[src/logic/chbeq_pkg.sv]
package chbeq_pkg;

   // bus geometry
   localparam int unsigned CHBEQ_ADDR_W    = 16;
   localparam int unsigned CHBEQ_DATA_W    = 32;
   localparam int unsigned CHBEQ_STRB_W    = 4;

   // register indices as printed; byte address is four times the index
   localparam logic [15:0] CHBEQ_IDX_TAP3   = 16'h044c;
   localparam logic [15:0] CHBEQ_IDX_TAP4   = 16'h044e;
   localparam logic [15:0] CHBEQ_IDX_CENTRE = 16'h0450;
   localparam logic [15:0] CHBEQ_IDX_TAP6   = 16'h0453;
   localparam logic [15:0] CHBEQ_IDX_TAP7   = 16'h0455;

   localparam logic [15:0] CHBEQ_ADDR_TAP3   = {CHBEQ_IDX_TAP3[13:0], 2'b00};
   localparam logic [15:0] CHBEQ_ADDR_TAP4   = {CHBEQ_IDX_TAP4[13:0], 2'b00};
   localparam logic [15:0] CHBEQ_ADDR_CENTRE = {CHBEQ_IDX_CENTRE[13:0], 2'b00};
   localparam logic [15:0] CHBEQ_ADDR_TAP6   = {CHBEQ_IDX_TAP6[13:0], 2'b00};
   localparam logic [15:0] CHBEQ_ADDR_TAP7   = {CHBEQ_IDX_TAP7[13:0], 2'b00};

   // field layout
   localparam int unsigned CHBEQ_SIDE_REG_W = 16;
   localparam int unsigned CHBEQ_SIDE_COEF_LSB = 0;
   localparam int unsigned CHBEQ_SIDE_COEF_W = 12;
   localparam int unsigned CHBEQ_CTR_REG_W  = 24;
   localparam int unsigned CHBEQ_CTR_COEF_LSB = 0;
   localparam int unsigned CHBEQ_CTR_COEF_W = 18;
   localparam int unsigned CHBEQ_CTR_RSV_LSB = 18;
   localparam int unsigned CHBEQ_NUM_SIDE   = 4;

   // reset values
   localparam logic [15:0] CHBEQ_SIDE_RST   = 16'h0000;
   localparam logic [23:0] CHBEQ_CTR_RST    = 24'h000000;

   // response codes
   localparam logic [1:0]  CHBEQ_RESP_OKAY   = 2'h0;
   localparam logic [1:0]  CHBEQ_RESP_SLVERR = 2'h2;

   // register select, one hot
   typedef enum logic [5:0] {
      CHBEQ_SEL_TAP3   = 6'h01,
      CHBEQ_SEL_TAP4   = 6'h02,
      CHBEQ_SEL_TAP6   = 6'h04,
      CHBEQ_SEL_TAP7   = 6'h08,
      CHBEQ_SEL_CENTRE = 6'h10,
      CHBEQ_SEL_NONE   = 6'h20
   } chbeq_sel_t;

   // coefficients presented to the filter datapath
   typedef struct packed {
      logic signed [11:0] tap3;
      logic signed [11:0] tap4;
      logic signed [17:0] centre;
      logic signed [11:0] tap6;
      logic signed [11:0] tap7;
   } chbeq_coef_t;

endpackage

[src/logic/chbeq_coef_regs.sv]
// The implementer's own choice: the AXI4-Lite interface to the registers.
`timescale 1ns/1ps
// Behaviour
// - side tap coefficients are signed twelve-bit values in bits 11:0
// - register at 0x44C gives channel two third tap in dual mode
// - register at 0x44E gives channel two fourth tap in dual mode
// - register at 0x450 gives eighteen-bit signed centre tap, bits 17:0
// - centre register bits 23:18 reserved, writable, reset zero
// - register at 0x453 gives channel two sixth tap in dual mode
// - register at 0x455 gives channel two seventh tap in dual mode
// - all coefficient and reserved fields reset to zero
// - channel two coefficients apply only in dual-channel mode
module chbeq_coef_regs
   import chbeq_pkg::*;
(
   // clock and reset
   input  wire logic                    aclk,
   input  wire logic                    aresetn,
   // write address channel
   input  wire logic [CHBEQ_ADDR_W-1:0] s_axi_awaddr,
   input  wire logic [2:0]              s_axi_awprot,
   input  wire logic                    s_axi_awvalid,
   output logic                         s_axi_awready,
   // write data channel
   input  wire logic [CHBEQ_DATA_W-1:0] s_axi_wdata,
   input  wire logic [CHBEQ_STRB_W-1:0] s_axi_wstrb,
   input  wire logic                    s_axi_wvalid,
   output logic                         s_axi_wready,
   // write response channel
   output logic [1:0]                   s_axi_bresp,
   output logic                         s_axi_bvalid,
   input  wire logic                    s_axi_bready,
   // read address channel
   input  wire logic [CHBEQ_ADDR_W-1:0] s_axi_araddr,
   input  wire logic [2:0]              s_axi_arprot,
   input  wire logic                    s_axi_arvalid,
   output logic                         s_axi_arready,
   // read data channel
   output logic [CHBEQ_DATA_W-1:0]      s_axi_rdata,
   output logic [1:0]                   s_axi_rresp,
   output logic                         s_axi_rvalid,
   input  wire logic                    s_axi_rready,
   // mode and filter datapath
   input  wire logic                    dual_channel_mode,
   output chbeq_coef_t                  chb_coef,
   output logic                         chb_coef_active
);

////////////////////////////////////////////////////////////////////////////////

   // address decode, shared by read and write
   function automatic chbeq_sel_t decode_sel(input logic [CHBEQ_ADDR_W-1:0] a);
      chbeq_sel_t s;
      s = CHBEQ_SEL_NONE;
      if (a == CHBEQ_ADDR_TAP3) begin
         s = CHBEQ_SEL_TAP3;
      end else if (a == CHBEQ_ADDR_TAP4) begin
         s = CHBEQ_SEL_TAP4;
      end else if (a == CHBEQ_ADDR_CENTRE) begin
         s = CHBEQ_SEL_CENTRE;
      end else if (a == CHBEQ_ADDR_TAP6) begin
         s = CHBEQ_SEL_TAP6;
      end else if (a == CHBEQ_ADDR_TAP7) begin
         s = CHBEQ_SEL_TAP7;
      end
      return s;
   endfunction

   // byte-lane merge of a write into an old word
   function automatic logic [CHBEQ_DATA_W-1:0] merge_bytes(
      input logic [CHBEQ_DATA_W-1:0] old_w,
      input logic [CHBEQ_DATA_W-1:0] new_w,
      input logic [CHBEQ_STRB_W-1:0] strb
   );
      logic [CHBEQ_DATA_W-1:0] r;
      r = old_w;
      for (int b = 0; b < CHBEQ_STRB_W; b++) begin
         if (strb[b]) begin
            r[b*8 +: 8] = new_w[b*8 +: 8];
         end
      end
      return r;
   endfunction

////////////////////////////////////////////////////////////////////////////////

   logic                    aw_held_ff;
   logic [CHBEQ_ADDR_W-1:0] aw_addr_ff;
   logic                    w_held_ff;
   logic [CHBEQ_DATA_W-1:0] w_data_ff;
   logic [CHBEQ_STRB_W-1:0] w_strb_ff;
   logic                    bvalid_ff;
   logic [1:0]              bresp_ff;
   logic                    rvalid_ff;
   logic [1:0]              rresp_ff;
   logic [CHBEQ_DATA_W-1:0] rdata_ff;

   logic [CHBEQ_SIDE_REG_W-1:0] side_ff [CHBEQ_NUM_SIDE];
   logic [CHBEQ_CTR_REG_W-1:0]  ctr_ff;
   chbeq_coef_t                 coef_ff;
   logic                        active_ff;

   logic                    do_wr;
   logic                    do_rd;
   chbeq_sel_t              wr_sel;
   chbeq_sel_t              rd_sel;
   logic [CHBEQ_DATA_W-1:0] nxt_rdata;

   // address and data are each held once taken, so either order works
   assign s_axi_awready = ~aw_held_ff;
   assign s_axi_wready  = ~w_held_ff;
   // one outstanding response at a time keeps ordering trivial
   assign do_wr         = aw_held_ff & w_held_ff & ~bvalid_ff;
   assign wr_sel        = decode_sel(aw_addr_ff);

   assign s_axi_arready = ~rvalid_ff;
   assign do_rd         = s_axi_arvalid & ~rvalid_ff;
   assign rd_sel        = decode_sel(s_axi_araddr);

   assign s_axi_bvalid  = bvalid_ff;
   assign s_axi_bresp   = bresp_ff;
   assign s_axi_rvalid  = rvalid_ff;
   assign s_axi_rresp   = rresp_ff;
   assign s_axi_rdata   = rdata_ff;

////////////////////////////////////////////////////////////////////////////////

   // write address capture
   always_ff @(posedge aclk) begin
      if (!aresetn) begin
         aw_held_ff <= 1'b0;
         aw_addr_ff <= '0;
      end else if (s_axi_awvalid && !aw_held_ff) begin
         aw_held_ff <= 1'b1;
         aw_addr_ff <= s_axi_awaddr;
      end else if (do_wr) begin
         aw_held_ff <= 1'b0;
      end
   end

   // write data capture
   always_ff @(posedge aclk) begin
      if (!aresetn) begin
         w_held_ff <= 1'b0;
         w_data_ff <= '0;
         w_strb_ff <= '0;
      end else if (s_axi_wvalid && !w_held_ff) begin
         w_held_ff <= 1'b1;
         w_data_ff <= s_axi_wdata;
         w_strb_ff <= s_axi_wstrb;
      end else if (do_wr) begin
         w_held_ff <= 1'b0;
      end
   end

   // write response; unmapped addresses answer with an error
   always_ff @(posedge aclk) begin
      if (!aresetn) begin
         bvalid_ff <= 1'b0;
         bresp_ff  <= CHBEQ_RESP_OKAY;
      end else if (do_wr) begin
         bvalid_ff <= 1'b1;
         bresp_ff  <= (wr_sel == CHBEQ_SEL_NONE) ? CHBEQ_RESP_SLVERR : CHBEQ_RESP_OKAY;
      end else if (s_axi_bready) begin
         bvalid_ff <= 1'b0;
      end
   end

////////////////////////////////////////////////////////////////////////////////

   // side tap storage; upper lanes of the bus word are dropped
   for (genvar i = 0; i < CHBEQ_NUM_SIDE; i++) begin : g_side
      logic [CHBEQ_DATA_W-1:0] merged;
      assign merged = merge_bytes({16'h0000, side_ff[i]}, w_data_ff, w_strb_ff);
      always_ff @(posedge aclk) begin
         if (!aresetn) begin
            side_ff[i] <= CHBEQ_SIDE_RST;
         end else if (do_wr && wr_sel[i]) begin
            side_ff[i] <= merged[CHBEQ_SIDE_REG_W-1:0];
         end
      end
   end

   // centre tap storage, reserved bits kept as written
   logic [CHBEQ_DATA_W-1:0] ctr_merged;
   assign ctr_merged = merge_bytes({8'h00, ctr_ff}, w_data_ff, w_strb_ff);

   always_ff @(posedge aclk) begin
      if (!aresetn) begin
         ctr_ff <= CHBEQ_CTR_RST;
      end else if (do_wr && wr_sel == CHBEQ_SEL_CENTRE) begin
         ctr_ff <= ctr_merged[CHBEQ_CTR_REG_W-1:0];
      end
   end

////////////////////////////////////////////////////////////////////////////////

   // read mux; the full stored word comes back, reserved bits too
   always_comb begin
      nxt_rdata = '0;
      unique case (rd_sel)
         CHBEQ_SEL_TAP3: begin
            nxt_rdata = {16'h0000, side_ff[0]};
         end
         CHBEQ_SEL_TAP4: begin
            nxt_rdata = {16'h0000, side_ff[1]};
         end
         CHBEQ_SEL_TAP6: begin
            nxt_rdata = {16'h0000, side_ff[2]};
         end
         CHBEQ_SEL_TAP7: begin
            nxt_rdata = {16'h0000, side_ff[3]};
         end
         CHBEQ_SEL_CENTRE: begin
            nxt_rdata = {8'h00, ctr_ff};
         end
         CHBEQ_SEL_NONE: begin
            nxt_rdata = '0;
         end
      endcase
   end

   // read answer; a read never touches storage or the filter outputs
   always_ff @(posedge aclk) begin
      if (!aresetn) begin
         rvalid_ff <= 1'b0;
         rresp_ff  <= CHBEQ_RESP_OKAY;
         rdata_ff  <= '0;
      end else if (do_rd) begin
         rvalid_ff <= 1'b1;
         rresp_ff  <= (rd_sel == CHBEQ_SEL_NONE) ? CHBEQ_RESP_SLVERR : CHBEQ_RESP_OKAY;
         rdata_ff  <= nxt_rdata;
      end else if (s_axi_rready) begin
         rvalid_ff <= 1'b0;
      end
   end

////////////////////////////////////////////////////////////////////////////////

   // filter view; zero outside dual mode so channel one taps rule alone
   always_ff @(posedge aclk) begin
      if (!aresetn) begin
         coef_ff   <= '0;
         active_ff <= 1'b0;
      end else if (dual_channel_mode) begin
         coef_ff.tap3   <= signed'(side_ff[0][CHBEQ_SIDE_COEF_LSB +: CHBEQ_SIDE_COEF_W]);
         coef_ff.tap4   <= signed'(side_ff[1][CHBEQ_SIDE_COEF_LSB +: CHBEQ_SIDE_COEF_W]);
         coef_ff.centre <= signed'(ctr_ff[CHBEQ_CTR_COEF_LSB +: CHBEQ_CTR_COEF_W]);
         coef_ff.tap6   <= signed'(side_ff[2][CHBEQ_SIDE_COEF_LSB +: CHBEQ_SIDE_COEF_W]);
         coef_ff.tap7   <= signed'(side_ff[3][CHBEQ_SIDE_COEF_LSB +: CHBEQ_SIDE_COEF_W]);
         active_ff      <= 1'b1;
      end else begin
         coef_ff   <= '0;
         active_ff <= 1'b0;
      end
   end

   assign chb_coef        = coef_ff;
   assign chb_coef_active = active_ff;

   // protection bits carry no meaning here
   logic prot_unused;
   assign prot_unused = ^{s_axi_awprot, s_axi_arprot};

endmodule

[config.mk]
export PLATFORM = sky130hd
export DESIGN_NAME = chbeq_coef_regs
export DESIGN_NICKNAME = d
export VERILOG_FILES = /design/src/logic/chbeq_pkg.sv /design/src/logic/chbeq_coef_regs.sv
export SDC_FILE = /design/constraint.sdc
export NUM_CORES = 1
export LEC_CHECK = 0
export ABC_CLOCK_PERIOD_IN_PS = 4800
export BUFFER_PORTS_ARGS = -buffer_cell sky130_fd_sc_hd__buf_2
export CORE_MARGIN = 4
export CORE_UTILIZATION = 55
export CTS_BUF_LIST = sky130_fd_sc_hd__clkbuf_8
export CTS_CLUSTER_SIZE = 20
export DETAILED_ROUTE_END_ITERATION = 10
export PLACE_DENSITY = 0.81
export SKIP_LAST_GASP = 1
export SYNTH_ARGS = -nofsm -noshare
export SYNTH_HDL_FRONTEND = slang
export SYNTH_SLANG_ARGS = --single-unit
[constraint.sdc]
create_clock -name aclk -period 4.8 [get_ports aclk]
set_input_delay 0 -clock aclk [delete_from_list [all_inputs] [get_ports aclk]]
set_output_delay 0 -clock aclk [all_outputs]
set_load 0.05 [all_outputs]
==> results of run 1 <==
## kinds of logic (layout without fill, tap and decap cells)
kind of cell,after synthesis,in the layout,share of synthesized area [%]
flip-flops,228,228,59.6
multiplexers,24,24,2.75
AO/OA/AOI/OAI,138,138,11.1
other,1,10,0.0430
XOR/XNOR,2,2,0.201
AND/OR/NAND/NOR,357,357,22.8
buffers and inverters,66,292,3.50
## path summary, 6_finish.rpt
path | to
max | side_ff[2][15]
min | s_axi_bvalid
max reg2reg | side_ff[2][15]
min reg2reg | s_axi_rdata[10]
## worst max-delay path, stage by stage, from the launching register on
cell	delay, ns
dfxtp_1	0.31
nor4b_1	0.51
nand3_1	0.34
nor3_4	0.66
nand2_1	0.11
nand2_1	0.32
## cell type report
cell class	count	area, µm²
flip-flops and latches	228	5200
fillers	1124	4480
multi-input cells	531	3250
repair buffers	222	1390
clock buffers	50	688
well taps	211	264
clock inverters	16	75.1
inverters	4	15.0
## routing by layer
metal / track usage, % / routed length [µm] / vias up
li1: - / - / 3249
met1: 29.9 / 8940 / 3130
met2: 38.4 / 9820 / 253
met3: 5.03 / 1610 / 38
met4: 7.66 / 429 / 0
met5: 0 / 0 / -
## through the flow
step	hold slack (ns)	area [µm²]	power, µW
global placement	0.231	9610	2360
CTS	0.0946	10900	4050
detailed placement	0.240	9610	2370
global route	0.123	10900	4180
finish	0.0900	10900	4020
floorplan	0.116	8760	2290
## flip-flops by register name, summed over array words and instances (netlist names)
| signal | cells |
|---|---|
| chb_coef_active | 1 |
| s_axi_rresp | 1 |
| s_axi_rvalid | 1 |
| chb_coef | 66 |
| aw_addr_ff | 16 |
| w_held_ff | 1 |
| s_axi_bresp | 1 |
| s_axi_rdata | 24 |
| side_ff | 64 |
| w_data_ff | 24 |
| aw_held_ff | 1 |
| ctr_ff | 24 |
| s_axi_bvalid | 1 |
| w_strb_ff | 3 |
## where the power goes
| group | internal (µW) | switching [µW] | leakage [µW] |
|---|---|---|---|
| clock network | 930 | 732 | 0.000419 |
| registers | 2030 | 38.5 | 0.00199 |
| logic | 101 | 193 | 0.00244 |
| total | 3060 | 963 | 0.00485 |
## placed cells by master (no fill, tap or decap), drive strengths merged, types with 4 or more instances in the layout
cell / n
a21boi: 51
a21oi: 16
a221oi: 16
and2: 67
and3: 68
buf: 171
clkbuf: 50
clkinv: 5
conb: 10
dfxtp: 164
dlygate4sd3: 51
edfxtp: 64
inv: 13
mux2i: 24
nand2: 132
nand3: 17
nand4: 4
nor2: 11
nor2b: 29
nor3: 7
nor4b: 6
o21ai: 34
o2bb2ai: 16
==> results_dict.tcl, run 1 <==
set metrics [dict create \
    status "completed" \
    ff2ff_path_depth 5 \
    post-cts-setup-buffers 0 \
    ir_worst_vdd_v 0.000232 \
    clockBufferDepth 3 \
    cts_hold_buf 51 \
    rsz0062_at_grt "false" \
    viasPerCell 5.29 \
    root_buffer "clkbuf_8" \
    setup_viol_count_final 0 \
    ys_seq_elements 228 \
    arrival_ns 2.75 \
    yosysWarnings 0 \
    place_ws_ns 2.26 \
    ant_nets 0 \
    critPathMaxFanout 18 \
    synth_edf_count 64 \
    synth_area_um2 8730 \
    async_reset_ff_share_pct 0 \
    clock_skew_ns 0.0273 \
    grt_use_total_pct 23.0 \
    initial_core_util_pct 56.8 \
    grt_max_degree 98 \
    htreeDepth 2 \
    fin_crit_ns 2.58 \
    clock-sinks 228 \
    yosys-top-cells-count "164 x dfxtp_1, 132 x nand2_1, 68 x and3_1, 64 x edfxtp_1, 56 x and2_1" \
    wl_per_cell_um 16.5 \
    p_leak_uw 0.00485 \
    grt.overflow.total 0 \
    hold-path-cell-count 2 \
    cts_resized 0 \
    maxSlewViolCount 0 \
    grt_pass1_vias 6626 \
    reg2reg_slack_ns 2.22 \
    end_kind "flop" \
    clock.fmax_mhz 388 \
    fin_crit_sh_pct 53.7 \
    crit_type "flop to flop" \
    drv_cap 0 \
    hpwl_um 13400 \
    max_slew_margin_pct 21.4 \
    grt_pass1_wl_um 33500 \
    drt_first_pass_iters 4 \
    layout.cells.non_filler 1262 \
    synth-main-ff-cell "dfxtp_1" \
    drc 0 \
    powerDensity_nw_per_um2 370 \
    die_h_um 134 \
    startpoint_type "flop" \
    yosysTopAreaCellShare_pct 37.6 \
    area_growth_pct 24.7 \
    synth_cells 816 \
    place.gp.congestion 0.832 \
    antenna-diode-count 0 \
    clock_latency_ns 0.53 \
    worst_pin_slew_ns 1.17 \
    r2r-start "aw_addr_ff[11]" \
    via_count 6670 \
    die_w_um 134 \
    yosysSeqAreaShare_pct 59.6 \
    drt-initial-drc-count 378 \
    startpoint "aw_addr_ff[11]" \
    dp_cells 1145 \
    yosysTopAreaCell "dfxtp_1" \
    hp-start "aresetn" \
    drive_gt1_share_pct 23.8 \
    yosys-top-cells-area "dfxtp_1 38%, edfxtp_1 22%, nand2_1 5.7%" \
    numPortBuffers 164 \
    worstPathRequired_ns 4.98 \
    syn_area_per_cell_um2 10.7 \
    hold_class "input pin to flop" \
    coreArea_um2 15400 \
    num-nets-final 1105 \
    final_core_util_pct 70.8 \
    synth_most_common_cell "dfxtp_1" \
    setup_tns_ns 0 \
    synth.distinct_cells 50 \
    hold_violations 0 \
    cts_tree "built" \
    numCtsBuffers 36 \
    drt-total-wl_um 20800 \
    rows 45 \
    antenna_found_initial 0 \
    clkTransAtPathRegs_ns 0.06 \
    fin_ws_ns 2.22 \
    die_area_um2 17900 \
    ios 190 \
]
No activity file was read; power rests on OpenSTA's default activity.
==> run 2: changes to the inputs <==
- ABC_AREA: unset -> 1
- ABC_CLOCK_PERIOD_IN_PS: 4800 -> 2600
- clock period: 4.8 -> 2.6 ns (I/O delays scaled with it)
==> results_dict.tcl, run 2 <==
set metrics [dict create \
    via_count 7651 \
    clockBufferDepth 3 \
    die_h_um 134 \
    clock-sinks 228 \
    worstReg2RegEnd "w_data_ff[3]" \
    num-nets-final 1344 \
    clock_latency_ns 0.51 \
    yosysSeqAreaShare_pct 59.7 \
    end_kind "flop" \
    crit_type "flop to flop" \
    grt_max_degree 48 \
    power_frac_comb_pct 9.1 \
    critPathMaxFanout 46 \
    grt_pass1_vias 7362 \
    yosys-top-cells-count "222 x nor2_1, 164 x dfxtp_1, 154 x nand2_1, 126 x inv_1, 78 x a21oi_1" \
    r2r-start "w_held_ff" \
    htreeDepth 2 \
    clock_skew_ns 0.0161 \
    rows 45 \
    drt-initial-drc-count 717 \
    synth.distinct_cells 32 \
    die_w_um 134 \
    clkTransAtPathRegs_ns 0.06 \
    post-cts-setup-buffers 0 \
    p_clk_share_pct 40.9 \
    startpoint_type "flop" \
    rsz0062_at_grt "false" \
    clock.fmax_mhz 444 \
    switching_share_pct 24.4 \
    maxSlewViolCount 0 \
    final_cell_mix "222 x nor2_1, 164 x dfxtp_1, 164 x buf_2" \
    min_delay_worst_endpoint "chb_coef[15]" \
    max_slew_margin_pct 45.4 \
    grt_use_total_pct 25.4 \
    hold-path-cell-count 3 \
    fin_crit_sh_pct 86.5 \
    seq_power_share_pct 50.0 \
    synth-main-ff-cell "dfxtp_1" \
    drv_cap 0 \
    setup_viol_count_final 0 \
    numPortBuffers 164 \
    p_leak_uw 0.00504 \
    ant_nets 0 \
    final_common_cell "nor2_1" \
    ir_worst_vdd_v 0.000432 \
    drt_first_pass_iters 5 \
    wl_per_cell_um 15.3 \
    root_buffer "clkbuf_8" \
    fin_crit_ns 2.25 \
    setup_tns_ns 0 \
    place.gp.congestion 0.840 \
    synth_cells 1019 \
    initial_core_util_pct 56.7 \
    hold_violations 0 \
    ys_seq_elements 228 \
    cts_hold_buf 67 \
    hold_class "input pin to flop" \
    reg2reg_slack_ns 0.35 \
    numCtsBuffers 36 \
    antenna_found_initial 1 \
    largest_register_ffs 66 \
    cts_resized 0 \
    yosys-top-cells-area "dfxtp_1 38%, edfxtp_1 22%, nor2_1 9.6%" \
    worst_pin_slew_ns 0.818 \
    async_reset_ff_share_pct 0 \
    cts_tree "built" \
    yosysWarnings 0 \
    area_growth_pct 28.0 \
    drt-total-wl_um 23000 \
    grt_pass1_wl_um 36500 \
    power.internal_uw 5810 \
    drc 0 \
    status "completed" \
    arrival_ns 2.62 \
    ff2ff_path_depth 6 \
    hp-start "dual_channel_mode" \
    powerDensity_nw_per_um2 688 \
    yosysTopAreaCellShare_pct 37.7 \
    coreArea_um2 15400 \
    p_switching_uw 1870 \
    drive_gt1_share_pct 20.1 \
    synth_most_common_cell "nor2_1" \
    ios 190 \
    synth_area_um2 8720 \
    syn_area_per_cell_um2 8.55 \
    viasPerCell 5.10 \
    grt.overflow.total 0 \
    final_core_util_pct 72.6 \
    worstPathRequired_ns 2.97 \
    hpwl_um 13900 \
    yosysTopAreaCell "dfxtp_1" \
    die_area_um2 17900 \
    synth_edf_count 64 \
]
run 2: cell count changes after synthesis, moves of 29 or more:
cell / change
a21oi_1: +62
and2_1: -54
a21boi_0: -51
inv_1: +122
nor2b_1: -29
o21ai_0: +52
nor2_1: +212
and3_1: -68
run 2: stage by stage:
stage          hold slack, ns  std cells  total power, µW  cell area (µm²)  worst slack (ns)
2_1_floorplan           0.114       1028             4310             8750             0.174
3_3_place_gp            0.211       1368             4480             9720             0.605
3_5_place_dp            0.214       1368             4490             9720             0.514
4_1_cts                0.0757       1499             7680            11200             0.427
5_1_grt                 0.160       1500             7940            11200             0.174
6_report               0.0984       1500             7670            11200             0.350
run 2: worst max-delay path, cell delays in order (launching register included):
cell and delay [ns]:
dfxtp_1 0.35, nor2_1 0.49, clkinv_1 0.14, buf_4 0.30
o21ai_0 0.22, dlygate4sd3_1 0.57, a21oi_1 0.04
run 2: logic make-up (layout without fill, tap and decap cells):
group / after synthesis / after routing / synth area share (%)
other: 1 / 11 / 0.0430
AOI/OAI and AO/OA: 156 / 156 / 9.00
and+or+nand+nor: 444 / 444 / 22.0
DFF: 228 / 228 / 59.7
buffers and inverters: 190 / 450 / 9.23
run 2: how the worst max path moves through the flow:
| stage | endpoint | cells after the start | start |
|---|---|---|---|
| final | w_data_ff[3] | 6 | w_held_ff |
| after CTS | side_ff[0][11] | 8 | aw_addr_ff[9] |
| after global placement | side_ff[0][8] | 8 | aw_addr_ff[13] |
| after global routing | w_data_ff[3] | 6 | w_held_ff |
| after floorplan | side_ff[1][0] | 5 | s_axi_bvalid |
| after detailed placement | side_ff[0][9] | 8 | aw_addr_ff[13] |
run 2: routing by layer:
layer | GRT usage [%] | part of all wire, %
met2 | 42.3 | 47
met3 | 5.25 | 9.7
met5 | 0 | 0
met1 | 32.1 | 40
met4 | 11.0 | 2.7
run 2: power groups by stage:
stage	Combinational [µW]	Clock (µW)	Sequential (µW)
floorplan	303	0	4010
global placement	575	0	3900
detailed placement	587	0	3910
CTS	676	3180	3830
global route	756	3340	3840
finish	699	3140	3830
run 2: layout make-up:
type                    count  area, µm²
flip-flops and latches    228       5200
diodes                      1       2.50
repair buffers            250       1650
fillers                  1109       4220
inverters                 136        528
clock inverters            17        118
clock buffers              47        647
well taps                 211        264
multi-input cells         610       2740
==> run 3: changes to the inputs <==
- CAP_MARGIN: unset -> 20
- RECOVER_POWER: unset -> 25
==> results_dict.tcl, run 3 (synthesized netlist as in run 2, its figures left out) <==
set metrics [dict create \
    drt-initial-drc-count 679 \
    drv_cap 0 \
    grt.overflow.total 0 \
    clkTransAtPathRegs_ns 0.06 \
    hp-start "s_axi_araddr[13]" \
    ant_nets 0 \
    ir_worst_vdd_v 0.000428 \
    cts_resized 0 \
    viasPerCell 5.08 \
    largest_register_ffs 66 \
    setup_viol_count_final 0 \
    coreArea_um2 15400 \
    crit_path_end "w_data_ff[3]" \
    power_frac_comb_pct 9.0 \
    clock.fmax_mhz 446 \
    powerDensity_nw_per_um2 691 \
    fin_crit_sh_pct 86.1 \
    hold_class "input pin to flop" \
    worstPathRequired_ns 2.97 \
    drive_gt1_share_pct 17.6 \
    grt_max_degree 48 \
    die_w_um 134 \
    status "completed" \
    worst_pin_slew_ns 0.932 \
    startpoint_type "flop" \
    numCtsBuffers 36 \
    final_cell_mix "222 x nor2_1, 164 x dfxtp_1, 154 x nand2_1" \
    via_count 7619 \
    critPathMaxFanout 46 \
    root_buffer "clkbuf_8" \
    die_area_um2 17900 \
    initial_core_util_pct 56.7 \
    startpoint "w_held_ff" \
    p_leak_uw 0.00491 \
    end_kind "flop" \
    num-nets-final 1344 \
    rsz0062_at_grt "false" \
    drt-total-wl_um 23000 \
    crit_type "flop to flop" \
    worstReg2RegEnd "w_data_ff[3]" \
    grt_use_total_pct 25.4 \
    whs_ns 0.217 \
    seq_power_share_pct 50.0 \
    fillCellCount 1130 \
    p_switching_uw 1870 \
    power.internal_uw 5800 \
    place.gp.congestion 0.840 \
    setup_tns_ns 0 \
    ios 190 \
    p_clk_share_pct 41.0 \
    reg2reg_slack_ns 0.36 \
    clock_skew_ns 0.0162 \
    maxSlewViolCount 0 \
    cts_tree "built" \
    numPortBuffers 164 \
    r2r-start "w_held_ff" \
    max_slew_margin_pct 37.7 \
    rows 45 \
    wl_per_cell_um 15.3 \
    fin_crit_ns 2.24 \
    final_common_cell "nor2_1" \
    post-cts-setup-buffers 0 \
    ff2ff_path_depth 6 \
    clock_latency_ns 0.51 \
    htreeDepth 2 \
    switching_share_pct 24.4 \
    clockBufferDepth 3 \
    grt_pass1_vias 7362 \
    clock-sinks 228 \
    area_growth_pct 27.3 \
    die_h_um 134 \
    drt_first_pass_iters 5 \
    hold_violations 0 \
    drc 0 \
    grt_pass1_wl_um 36500 \
    hpwl_um 13900 \
    antenna_found_initial 1 \
    arrival_ns 2.61 \
]
run 3: changes by cell type in the layout (fill, tap and decap cells not counted):
cell	change
buf_12	-1
buf_2	-31
clkbuf_2	+1
nand2_2	-1
nand2_1	+1
clkbuf_1	+31
run 3: through the flow:
stage               std cells  power (µW)  setup WS (ns)  instance area (µm²)  utilization [%]
floorplan                1028        4310          0.174                 8750                -
global placement         1368        4480          0.605                 9720             63.2
detailed placement       1368        4490          0.514                 9720             63.2
CTS                      1499        7680          0.427                11200             72.6
global route             1500        7930          0.174                11100             72.2
finish                   1500        7670          0.360                11100             72.2
run 3: power by group through the flow:
stage / Clock [µW] / Sequential, µW / Combinational, µW
global placement: 0 / 3900 / 575
detailed placement: 0 / 3910 / 587
floorplan: 0 / 4010 / 303
CTS: 3180 / 3830 / 676
global route: 3340 / 3840 / 750
finish: 3140 / 3830 / 692
run 3: worst min-delay path by stage:
stage	to	slack, ns	depth (start not counted)
floorplan	s_axi_bvalid	0.11	1
global placement	s_axi_bvalid	0.21	2
detailed placement	s_axi_bvalid	0.21	2
finish	s_axi_rdata[1]	0.22	10
CTS	chb_coef[55]	0.08	3
global route	w_data_ff[20]	0.29	4
run 3: cell type report:
cell class              instances  area, µm²  area share, %
inverters                     136        528           4.76
multi-input cells             610       2740           24.7
diodes                          1       2.50         0.0225
clock buffers                  47        647           5.83
repair buffers                250       1590           14.4
clock inverters                17        118           1.06
well taps                     211        264           2.38
flip-flops and latches        228       5200           46.9
run 3: repair_timing:
action                     CTS  global route
setup endpoints to repair    0             0
hold endpoints to repair    50             0
hold buffers                67             0
run 3: critical path, cell delays in order (launching register included):
cell,delay (ns)
dfxtp_1,0.35
nor2_1,0.49
clkinv_1,0.14
buf_4,0.30
o21ai_0,0.22
dlygate4sd3_1,0.57
a21oi_1,0.04
run 3: per-layer routing:
metal  routed length [µm]  up-vias  GRT usage, %
met5                    0        -             0
met4                  639        0          11.0
met3                 2290       61          5.25
met2                10800      397          42.3
met1                 9220     3484          32.1
li1                     -     3677             -
